===== config.mk =====
export PLATFORM = sky130hd
export DESIGN_NAME = xb_dev_term_flat
export DESIGN_NICKNAME = d
export VERILOG_FILES = /design/src/rtl/xb_pkg.sv /design/src/rtl/xb_link_if.sv /design/src/rtl/xb_dev_term.sv /design/src/flat_wrapper.sv
export VERILOG_INCLUDE_DIRS = /design/src /design/src/rtl
export SDC_FILE = /design/constraint.sdc
export NUM_CORES = 1
export LEC_CHECK = 0
export BUFFER_PORTS_ARGS = -buffer_cell sky130_fd_sc_hd__buf_2
export CORE_MARGIN = 2
export CORE_UTILIZATION = 44
export DETAILED_ROUTE_END_ITERATION = 10
export GPL_TIMING_DRIVEN = 0
export PLACE_DENSITY = 0.67
export SLEW_MARGIN = 20
export SYNTH_ARGS = -nofsm -noshare
export SYNTH_HDL_FRONTEND = slang
export SYNTH_SLANG_ARGS = --single-unit

===== constraint.sdc =====
create_clock -name mclk_in -period 4.4 [get_ports mclk_in]
set_clock_uncertainty 0.15 [all_clocks]
set_input_delay 0.66 -clock mclk_in [delete_from_list [all_inputs] [get_ports mclk_in]]
set_output_delay 0.66 -clock mclk_in [all_outputs]
set_load 0.1 [all_outputs]

===== src/rtl/xb_burst_cfg.svh =====
/*
  Constants for the external-master burst acknowledge link: register offsets,
  field positions, reset values and line size.
  Assumes it is included by bare name by the package and the design modules.
*/
`ifndef XB_BURST_CFG_SVH
`define XB_BURST_CFG_SVH

`define XB_DEF_OFS     8'h00
`define XB_SEL_OFS     8'h04
`define XB_STAT_OFS    8'h08

`define XB_AAE_BIT     0
`define XB_BURST_ALLOW_BIT    1
`define XB_WS_LSB      2
`define XB_WS_MSB      5
`define XB_PS_LSB      6
`define XB_PS_MSB      7
`define XB_BASE_LSB    24
`define XB_BASE_MSB    31

`define XB_DEF_RST     32'h0000_0000
`define XB_SEL_RST     32'h0000_0000

`define XB_LINE_BITS   128

`endif


===== src/rtl/xb_pkg.sv =====
/*
  Types and shared decoding for the burst acknowledge link.
  Assumes the constants header is on the include path.
*/
`include "xb_burst_cfg.svh"

package xb_pkg;

  typedef enum logic [1:0] {
    XB_W_LONG = 2'h0,
    XB_W_BYTE = 2'h1,
    XB_W_WORD = 2'h2,
    XB_W_LINE = 2'h3
  } xb_width_type;

  // Port size codes held in the space control registers
  typedef enum logic [1:0] {
    XB_P_32 = 2'h0,
    XB_P_8  = 2'h1,
    XB_P_16 = 2'h2
  } xb_port_type;

  typedef enum logic [2:0] {
    XB_D_IDLE   = 3'h0,
    XB_D_DECODE = 3'h1,
    XB_D_WAIT   = 3'h2,
    XB_D_ACK    = 3'h3,
    XB_D_NEGATE = 3'h4
  } xb_dstate_type;

  typedef enum logic [1:0] {
    XB_M_IDLE  = 2'h0,
    XB_M_START = 2'h1,
    XB_M_BEAT  = 2'h2,
    XB_M_GAP   = 2'h3
  } xb_mstate_type;

  function automatic logic [4:0] xb_bytes(input logic [1:0] w);
    case (w)
      2'h1:    xb_bytes = 5'h01;
      2'h2:    xb_bytes = 5'h02;
      2'h3:    xb_bytes = 5'h10;
      default: xb_bytes = 5'h04;
    endcase
  endfunction

  function automatic logic [4:0] xb_port_bytes(input logic [1:0] p);
    case (p)
      2'h1:    xb_port_bytes = 5'h01;
      2'h2:    xb_port_bytes = 5'h02;
      default: xb_port_bytes = 5'h04;
    endcase
  endfunction

  // Beats in a transfer: transfer bytes over port bytes, never below one
  function automatic logic [4:0] xb_beats(input logic [1:0] w, input logic [1:0] p);
    logic [4:0] b;
    b = xb_bytes(w);
    case (p)
      2'h1:    xb_beats = b;
      2'h2:    xb_beats = (b > 5'h01) ? (b >> 1) : 5'h01;
      default: xb_beats = (b > 5'h03) ? (b >> 2) : 5'h01;
    endcase
  endfunction

endpackage

===== src/rtl/xb_link_if.sv =====
/*
  Shared bus between the external master and the acknowledging device.
  Assumes a pull-up on the acknowledge and the data bus; the slave memory
  side (slv_data, slv_data_oe) is driven from outside both ends.
*/
`timescale 1ns/100ps

interface xb_link_if;
  logic [27:0] addr;
  logic        rw;
  logic [1:0]  width_code;
  logic        xfer_begin_n;
  logic        ack_n_drv;
  logic        ack_oe;
  logic        xfer_done_ack_n;
  logic [31:0] mst_data;
  logic        mst_data_oe;
  logic [31:0] slv_data;
  logic        slv_data_oe;
  logic [31:0] data;

  // Pull-ups resolve undriven lines high
  assign xfer_done_ack_n = ack_oe ? ack_n_drv : 1'b1;
  assign data = mst_data_oe ? mst_data : (slv_data_oe ? slv_data : 32'hFFFF_FFFF);

  modport dev (
    input  addr, rw, width_code, xfer_begin_n,
    output ack_n_drv, ack_oe
  );

  modport mst (
    output addr, rw, width_code, xfer_begin_n, mst_data, mst_data_oe,
    input  xfer_done_ack_n, data
  );
endinterface


===== src/rtl/xb_dev_term.sv =====
/*
  Device end: registers an external master's burst request, decodes the space,
  and drives the automatic acknowledge beat by beat, then releases it.
  Control registers are reached over an AHB-Lite slave port.
  Assumes the master shares mclk_in and keeps to the burst protocol.
*/
`timescale 1ns/100ps
`include "xb_burst_cfg.svh"

// Behaviour
// - Spend one decode clock before wait counting
// - Master advances default-space address after acknowledge
// - Master never bursts where burst disallowed
// - Burst is two to sixteen acknowledged beats
// - Read start: address, read, width, begin
// - Write: begin negated, first data clock two
// - Register request at clock two, then decode
// - Auto-ack enabled: pick wait count clock two
// - Master negates begin, samples acknowledge, clock two
// - Zero wait: acknowledge asserted at clock three
// - Nonzero wait drives negated, zero asserted
// - Master holds beat while acknowledge negated
// - Byte port: top lane, address plus one
// - Halfword port: address plus two, upper lanes
// - Zero wait holds acknowledge across beats
// - Negate after final beat, then release
// - Data bus released after final beat
// - Default space acknowledges after programmed waits
// - Device never drives the address bus
module xb_dev_term (
  input  wire logic        mclk_in,
  input  wire logic        rst_b_in,
  xb_link_if.dev           link,
  input  wire logic        hsel_in,
  input  wire logic [31:0] haddr_in,
  input  wire logic [1:0]  htrans_in,
  input  wire logic        hwrite_in,
  input  wire logic [2:0]  hsize_in,
  input  wire logic [31:0] hwdata_in,
  input  wire logic        hready_in,
  output logic      [31:0] hrdata_out,
  output logic             hreadyout_out,
  output logic             hresp_out
);

  ////////////////////////////////////////////////////////////////////////////
  // State

  xb_pkg::xb_dstate_type state_reg, state_next;
  logic [31:0] def_ctrl_reg;
  logic [31:0] sel_ctrl_reg;
  logic [27:0] addr_reg;
  logic        rw_reg;
  logic [1:0]  width_reg;
  logic [3:0]  left_reg, left_next;
  logic [3:0]  cnt_reg, cnt_next;
  logic [3:0]  ws_reg, ws_next;
  logic        ack_n_reg, ack_n_next;
  logic        ack_oe_reg, ack_oe_next;
  logic        ph_valid_reg;
  logic        ph_write_reg;
  logic [7:0]  ph_addr_reg;
  logic [31:0] hrdata_reg;

  ////////////////////////////////////////////////////////////////////////////
  // Decode of the registered request

  wire         sel_hit  = addr_reg[27:20] == sel_ctrl_reg[`XB_BASE_MSB:`XB_BASE_LSB];
  wire  [31:0] ctl      = sel_hit ? sel_ctrl_reg : def_ctrl_reg;
  wire         auto_en  = ctl[`XB_AAE_BIT];
  wire  [3:0]  ws_sel   = ctl[`XB_WS_MSB:`XB_WS_LSB];
  wire  [1:0]  ps_sel   = ctl[`XB_PS_MSB:`XB_PS_LSB];
  wire  [4:0]  nbeats   = xb_pkg::xb_beats(width_reg, ps_sel);
  wire         beat_end = left_reg == 4'h0;

  ////////////////////////////////////////////////////////////////////////////
  // Acknowledge sequencer

  always_comb begin
    state_next  = state_reg;
    left_next   = left_reg;
    cnt_next    = cnt_reg;
    ws_next     = ws_reg;
    ack_n_next  = ack_n_reg;
    ack_oe_next = ack_oe_reg;
    case (state_reg)
      xb_pkg::XB_D_IDLE: begin
        if (!link.xfer_begin_n) begin
          state_next = xb_pkg::XB_D_DECODE;
        end
      end
      xb_pkg::XB_D_DECODE: begin
        if (auto_en) begin
          ws_next     = ws_sel;
          left_next   = 4'(nbeats - 5'h01);
          ack_oe_next = 1'b1;
          if (ws_sel == 4'h0) begin
            ack_n_next = 1'b0;
            state_next = xb_pkg::XB_D_ACK;
          end else begin
            ack_n_next = 1'b1;
            cnt_next   = ws_sel;
            state_next = xb_pkg::XB_D_WAIT;
          end
        end else begin
          // Another agent terminates; stay off the line
          state_next = xb_pkg::XB_D_IDLE;
        end
      end
      xb_pkg::XB_D_WAIT: begin
        if (cnt_reg == 4'h1) begin
          ack_n_next = 1'b0;
          state_next = xb_pkg::XB_D_ACK;
        end else begin
          cnt_next = cnt_reg - 4'h1;
        end
      end
      xb_pkg::XB_D_ACK: begin
        if (beat_end) begin
          ack_n_next = 1'b1;
          state_next = xb_pkg::XB_D_NEGATE;
        end else begin
          left_next = left_reg - 4'h1;
          if (ws_reg == 4'h0) begin
            ack_n_next = 1'b0;
          end else begin
            ack_n_next = 1'b1;
            cnt_next   = ws_reg;
            state_next = xb_pkg::XB_D_WAIT;
          end
        end
      end
      xb_pkg::XB_D_NEGATE: begin
        ack_oe_next = 1'b0;
        state_next  = xb_pkg::XB_D_IDLE;
      end
      default: begin
        ack_n_next  = 1'b1;
        ack_oe_next = 1'b0;
        state_next  = xb_pkg::XB_D_IDLE;
      end
    endcase
  end

  always_ff @(posedge mclk_in or negedge rst_b_in) begin
    if (!rst_b_in) begin
      state_reg  <= xb_pkg::XB_D_IDLE;
      left_reg   <= 4'h0;
      cnt_reg    <= 4'h0;
      ws_reg     <= 4'h0;
      ack_n_reg  <= 1'b1;
      ack_oe_reg <= 1'b0;
    end else begin
      state_reg  <= state_next;
      left_reg   <= left_next;
      cnt_reg    <= cnt_next;
      ws_reg     <= ws_next;
      ack_n_reg  <= ack_n_next;
      ack_oe_reg <= ack_oe_next;
    end
  end

  always_ff @(posedge mclk_in or negedge rst_b_in) begin
    if (!rst_b_in) begin
      addr_reg  <= 28'h000_0000;
      rw_reg    <= 1'b1;
      width_reg <= 2'h0;
    end else if (state_reg == xb_pkg::XB_D_IDLE && !link.xfer_begin_n) begin
      addr_reg  <= link.addr;
      rw_reg    <= link.rw;
      width_reg <= link.width_code;
    end
  end

  // address is only ever sampled here, never driven
  assign link.ack_n_drv = ack_n_reg;
  assign link.ack_oe    = ack_oe_reg;

  ////////////////////////////////////////////////////////////////////////////
  // AHB-Lite register slave, zero wait states

  wire        ahb_take = hsel_in && hready_in && htrans_in[1];
  wire [7:0]  rd_ofs   = haddr_in[7:0];
  wire [31:0] status   = {16'h0000, 3'h0, rw_reg, 1'b0, state_reg, left_reg, cnt_reg};
  wire [31:0] rd_mux   = (rd_ofs == `XB_DEF_OFS)  ? def_ctrl_reg :
                         (rd_ofs == `XB_SEL_OFS)  ? sel_ctrl_reg :
                         (rd_ofs == `XB_STAT_OFS) ? status : 32'h0000_0000;

  always_ff @(posedge mclk_in or negedge rst_b_in) begin
    if (!rst_b_in) begin
      ph_valid_reg <= 1'b0;
      ph_write_reg <= 1'b0;
      ph_addr_reg  <= 8'h00;
      hrdata_reg   <= 32'h0000_0000;
    end else begin
      ph_valid_reg <= ahb_take;
      ph_write_reg <= hwrite_in;
      ph_addr_reg  <= rd_ofs;
      // Read data fetched at the address phase so the data phase needs no wait
      if (ahb_take && !hwrite_in) begin
        hrdata_reg <= rd_mux;
      end
    end
  end

  // Changes land between bursts only in effect: the wait count is latched
  always_ff @(posedge mclk_in or negedge rst_b_in) begin
    if (!rst_b_in) begin
      def_ctrl_reg <= `XB_DEF_RST;
      sel_ctrl_reg <= `XB_SEL_RST;
    end else if (ph_valid_reg && ph_write_reg) begin
      if (ph_addr_reg == `XB_DEF_OFS) begin
        def_ctrl_reg <= hwdata_in;
      end
      if (ph_addr_reg == `XB_SEL_OFS) begin
        sel_ctrl_reg <= hwdata_in;
      end
    end
  end

  always_ff @(posedge mclk_in or negedge rst_b_in) begin
    if (!rst_b_in) begin
      hreadyout_out <= 1'b1;
      hresp_out     <= 1'b0;
    end else begin
      hreadyout_out <= 1'b1;
      hresp_out     <= 1'b0;
    end
  end

  assign hrdata_out = hrdata_reg;

endmodule // xb_dev_term


===== src/flat_wrapper.sv =====
// flat-port wrapper written by rule: the top's interface ports become plain ports
module xb_dev_term_flat 
  (mclk_in, rst_b_in, hsel_in, haddr_in, htrans_in, hwrite_in, hsize_in, hwdata_in, hready_in, hrdata_out, hreadyout_out, hresp_out, link_addr, link_rw, link_width_code, link_xfer_begin_n, link_ack_n_drv, link_ack_oe);
  xb_link_if link_i ();
  input  wire logic mclk_in;
  input  wire logic rst_b_in;
  input  wire logic hsel_in;
  input  wire logic [31:0] haddr_in;
  input  wire logic [1:0] htrans_in;
  input  wire logic hwrite_in;
  input  wire logic [2:0] hsize_in;
  input  wire logic [31:0] hwdata_in;
  input  wire logic hready_in;
  output logic      [31:0] hrdata_out;
  output logic hreadyout_out;
  output logic hresp_out;
  input wire logic [$bits(link_i.addr)-1:0] link_addr;
  input wire logic [$bits(link_i.rw)-1:0] link_rw;
  input wire logic [$bits(link_i.width_code)-1:0] link_width_code;
  input wire logic [$bits(link_i.xfer_begin_n)-1:0] link_xfer_begin_n;
  output wire logic [$bits(link_i.ack_n_drv)-1:0] link_ack_n_drv;
  output wire logic [$bits(link_i.ack_oe)-1:0] link_ack_oe;
  assign link_i.addr = link_addr;
  assign link_i.rw = link_rw;
  assign link_i.width_code = link_width_code;
  assign link_i.xfer_begin_n = link_xfer_begin_n;
  assign link_ack_n_drv = link_i.ack_n_drv;
  assign link_ack_oe = link_i.ack_oe;
  xb_dev_term u_core (.mclk_in(mclk_in), .rst_b_in(rst_b_in), .link(link_i), .hsel_in(hsel_in), .haddr_in(haddr_in), .htrans_in(htrans_in), .hwrite_in(hwrite_in), .hsize_in(hsize_in), .hwdata_in(hwdata_in), .hready_in(hready_in), .hrdata_out(hrdata_out), .hreadyout_out(hreadyout_out), .hresp_out(hresp_out));
endmodule

==> metrics.txt <==
status finished, final reports clean; Most used DFF post-synth dfrtp_1; deepest clock path buffer count 2; number of global-route vias before repair 4,432; Cell Area, Synth between 0.006 and 0.007 mm²; placed cell count 759; Reg clk slew, reported paths roughly 0.05 ns; largest net degree at the start of global routing 90; Hold Startpoint haddr_in[6]; port bufs 91; post-DR wirelength/cell around 17 µm; proportion of layout cells with a drive suffix above 1 35.8%; cell family with most CP delay multiplexers; Slowest cell on crit path dfrtp_1; post-synthesis sequential area ratio roughly 55%; clk root buf clkbuf_16; EDFF count, synth 0; Core Area 0.0133 mm²; LEAKAGE 3.53 nW; first-pass GRT wire length 22,500 µm; CTS tree built; antenna violations before repair 2; Post-Syn Instances 491; multi-input logic area 0.00254 mm²; syn avg cell area 12.3 µm²; die area roughly 0.015 mm²; Post-CTS Setup Inserts 0; fin crit period 3.31 ns; kind of critical path reg2reg; Worst VDD drop between 0.2 and 0.25 mV; RSZ-0062 raised after global routing false; Vias/cell 5.18; Area Overhead vs Synth 21.3%; GR Overflow Total 0; flops & latches, synth 134; endpoints failing setup 0; Vias approximately 4,100; Tightest Pin Transition 0.833 ns; starting density of the core 45.4%; CTS H-tree lvls 4; async set or reset register ratio after synthesis 100%; All-Layer GR Usage 20.2%; row count 42; CP endpoint kind register; Worst path max stage delay approximately 0.42 ns; crit path buf inv count 0; Reg area 0.00336 mm²; initial detailed-routing violation count 219; critical-path cell list xnor2_1 -> nand4_1 -> nor2_4 -> mux2_2 -> ha_1 -> a221oi_1 -> a21oi_1 -> mux2i_1 -> nand3_1 -> xor2_1 -> mux2_4; hpwl dp roughly 9400 µm; die height 121 µm; fin nets 719; Fmax 302 MHz; most common cell after layout, fill and taps aside dfrtp_1; most frequent cells in the layout 132 x dfrtp_1, 95 x buf_2, 83 x mux2_2; critical-path maximum fanout 10; syn nets between 600 and 700; PD cells 395 mW/mm²; Req. time, crit path 4.56 ns; type of origin of the critical path register; Initial DRT Pass Iterations 4; Tcrit/Tclk final between 70% and 80%; width of the die 121 µm; crit path launch u_core.sel_ctrl_reg[26]; maxcap violations 0; I/O pin cnt 142; Max-slew headroom 44.5%; Hold Crit Class in2reg; TritonCTS Buffers 17; DRC violations left 0; Worst EP arrival around 3.5 ns; Final Hold Viols 0; Setup TNS 0 ns; max-slew violation count 0; Sink Count 134; Ys Warns 0; RR Startpoint u_core.sel_ctrl_reg[26]; non-filler instance count after layout 792; clock latency on the worst-skew pair 0.42 ns; final antenna-violating net count 0; fillcell total 1,159; gpl congestion 0.882; post-synth cell types 46; Total Wirelength about 14,000 µm
==> area by class of cell <==
type / count / share of cell area [%]
flip-flops and latches: 134 / 45.7
multi-input cells: 319 / 34.6
diodes: 1 / 0.0340
repair buffers: 93 / 6.84
clock buffers: 28 / 7.03
plain buffers: 27 / 1.77
clock inverters: 3 / 0.545
inverters: 11 / 0.562
well taps: 176 / 3.00
==> layer usage <==
layer | vias up | track usage [%] | wire (µm)
met5 | - | 0 | 13
met4 | 2 | 8.26 | 273
met3 | 25 | 7.00 | 947
met2 | 108 | 33.1 | 6570
met1 | 2016 | 24.5 | 5710
li1 | 1951 | - | -
==> cells in the mapped netlist, types with 2 or more instances <==
cell	n	share of area (%)
buf_1	5	0.31
xnor2_1	10	1.4
conb_1	2	0.12
nand3_1	2	0.17
buf_4	2	0.25
o21ai_1	4	0.33
dfrtp_1	132	55
nand3b_1	2	0.25
nor2b_1	3	0.31
inv_1	11	0.68
o211ai_1	2	0.25
ha_1	10	2.1
dfstp_2	2	0.87
buf_6	2	0.37
mux2i_1	44	7.3
nor2_1	20	1.2
mux2_2	83	15
clkbuf_1	13	0.81
buf_2	5	0.41
or4_1	2	0.25
nand4_1	2	0.21
o21ai_0	37	3.1
xor2_1	2	0.29
a21oi_1	20	1.7
nand2_1	41	2.5
nor4_1	7	0.72
nand2b_1	4	0.41
and3_1	2	0.21
mux2_4	3	0.74
==> worst reg2reg max path: stages (launching register included) <==
cell and delay, ns:
dfrtp_1 0.42, xnor2_1 0.18, nand4_1 0.18, nor2_4 0.34
mux2_2 0.40, ha_1 0.36, a221oi_1 0.23, a21oi_1 0.09
mux2i_1 0.28, nand3_1 0.14, xor2_1 0.16, mux2_4 0.26
==> final timing paths <==
path                                    endpoint  slack [ns]  cells after the start
max in group asynchronous  u_core.link.ack_n_drv        2.78                      3
hold / removal             u_core.ph_addr_reg[6]        0.20                      1
setup reg to reg              u_core.left_reg[3]        1.09                     11
min in group asynchronous  u_core.ph_addr_reg[5]        0.56                      2
hold reg to reg             u_core.hrdata_out[9]        0.32                      2
setup / recovery              u_core.left_reg[3]        1.09                     11
==> where the power goes <==
group,total (W),switching (W),leakage (nW),internal (W)
clock network,0.00133,0.000480,0.274,0.000846
logic,0.000263,0.000156,1.51,0.000107
registers,0.00132,0.0000328,1.75,0.00128
total,0.00290,0.000669,3.53,0.00224
==> cell families (layout without fill, tap and decap cells) <==
group,Yosys count,after routing,synth area share (%)
compound gates,72,72,7.02
xor+xnor,12,12,1.73
fa+ha+maj,10,10,2.06
buf+inv,38,162,2.83
flops,134,134,55.4
mux,130,130,23.4
other cells,2,3,0.124
simple gates,93,93,7.43
==> what timing repair did <==
action / 4_1_cts / 5_1_grt
hold buffers: 1 / 0
hold endpoints to repair: 45 / 0
gates resized for setup: 0 / 0
endpoints found under the setup margin: 0 / 0
==> per-stage QoR <==
stage	util, %	cell area, µm²	hold WS [ns]	setup WS (ns)	power (W)
6_report	55.1	7350	0.200	1.09	0.00290
5_1_grt	55.0	7350	0.192	0.835	0.00302
4_1_cts	55.0	7350	0.184	1.09	0.00294
3_5_place_dp	50.8	6780	0.314	1.11	0.00160
3_3_place_gp	50.5	6740	0.308	0.812	0.00158
2_1_floorplan	-	6060	0.214	1.50	0.00150
No activity file was read; power rests on OpenSTA's default activity.
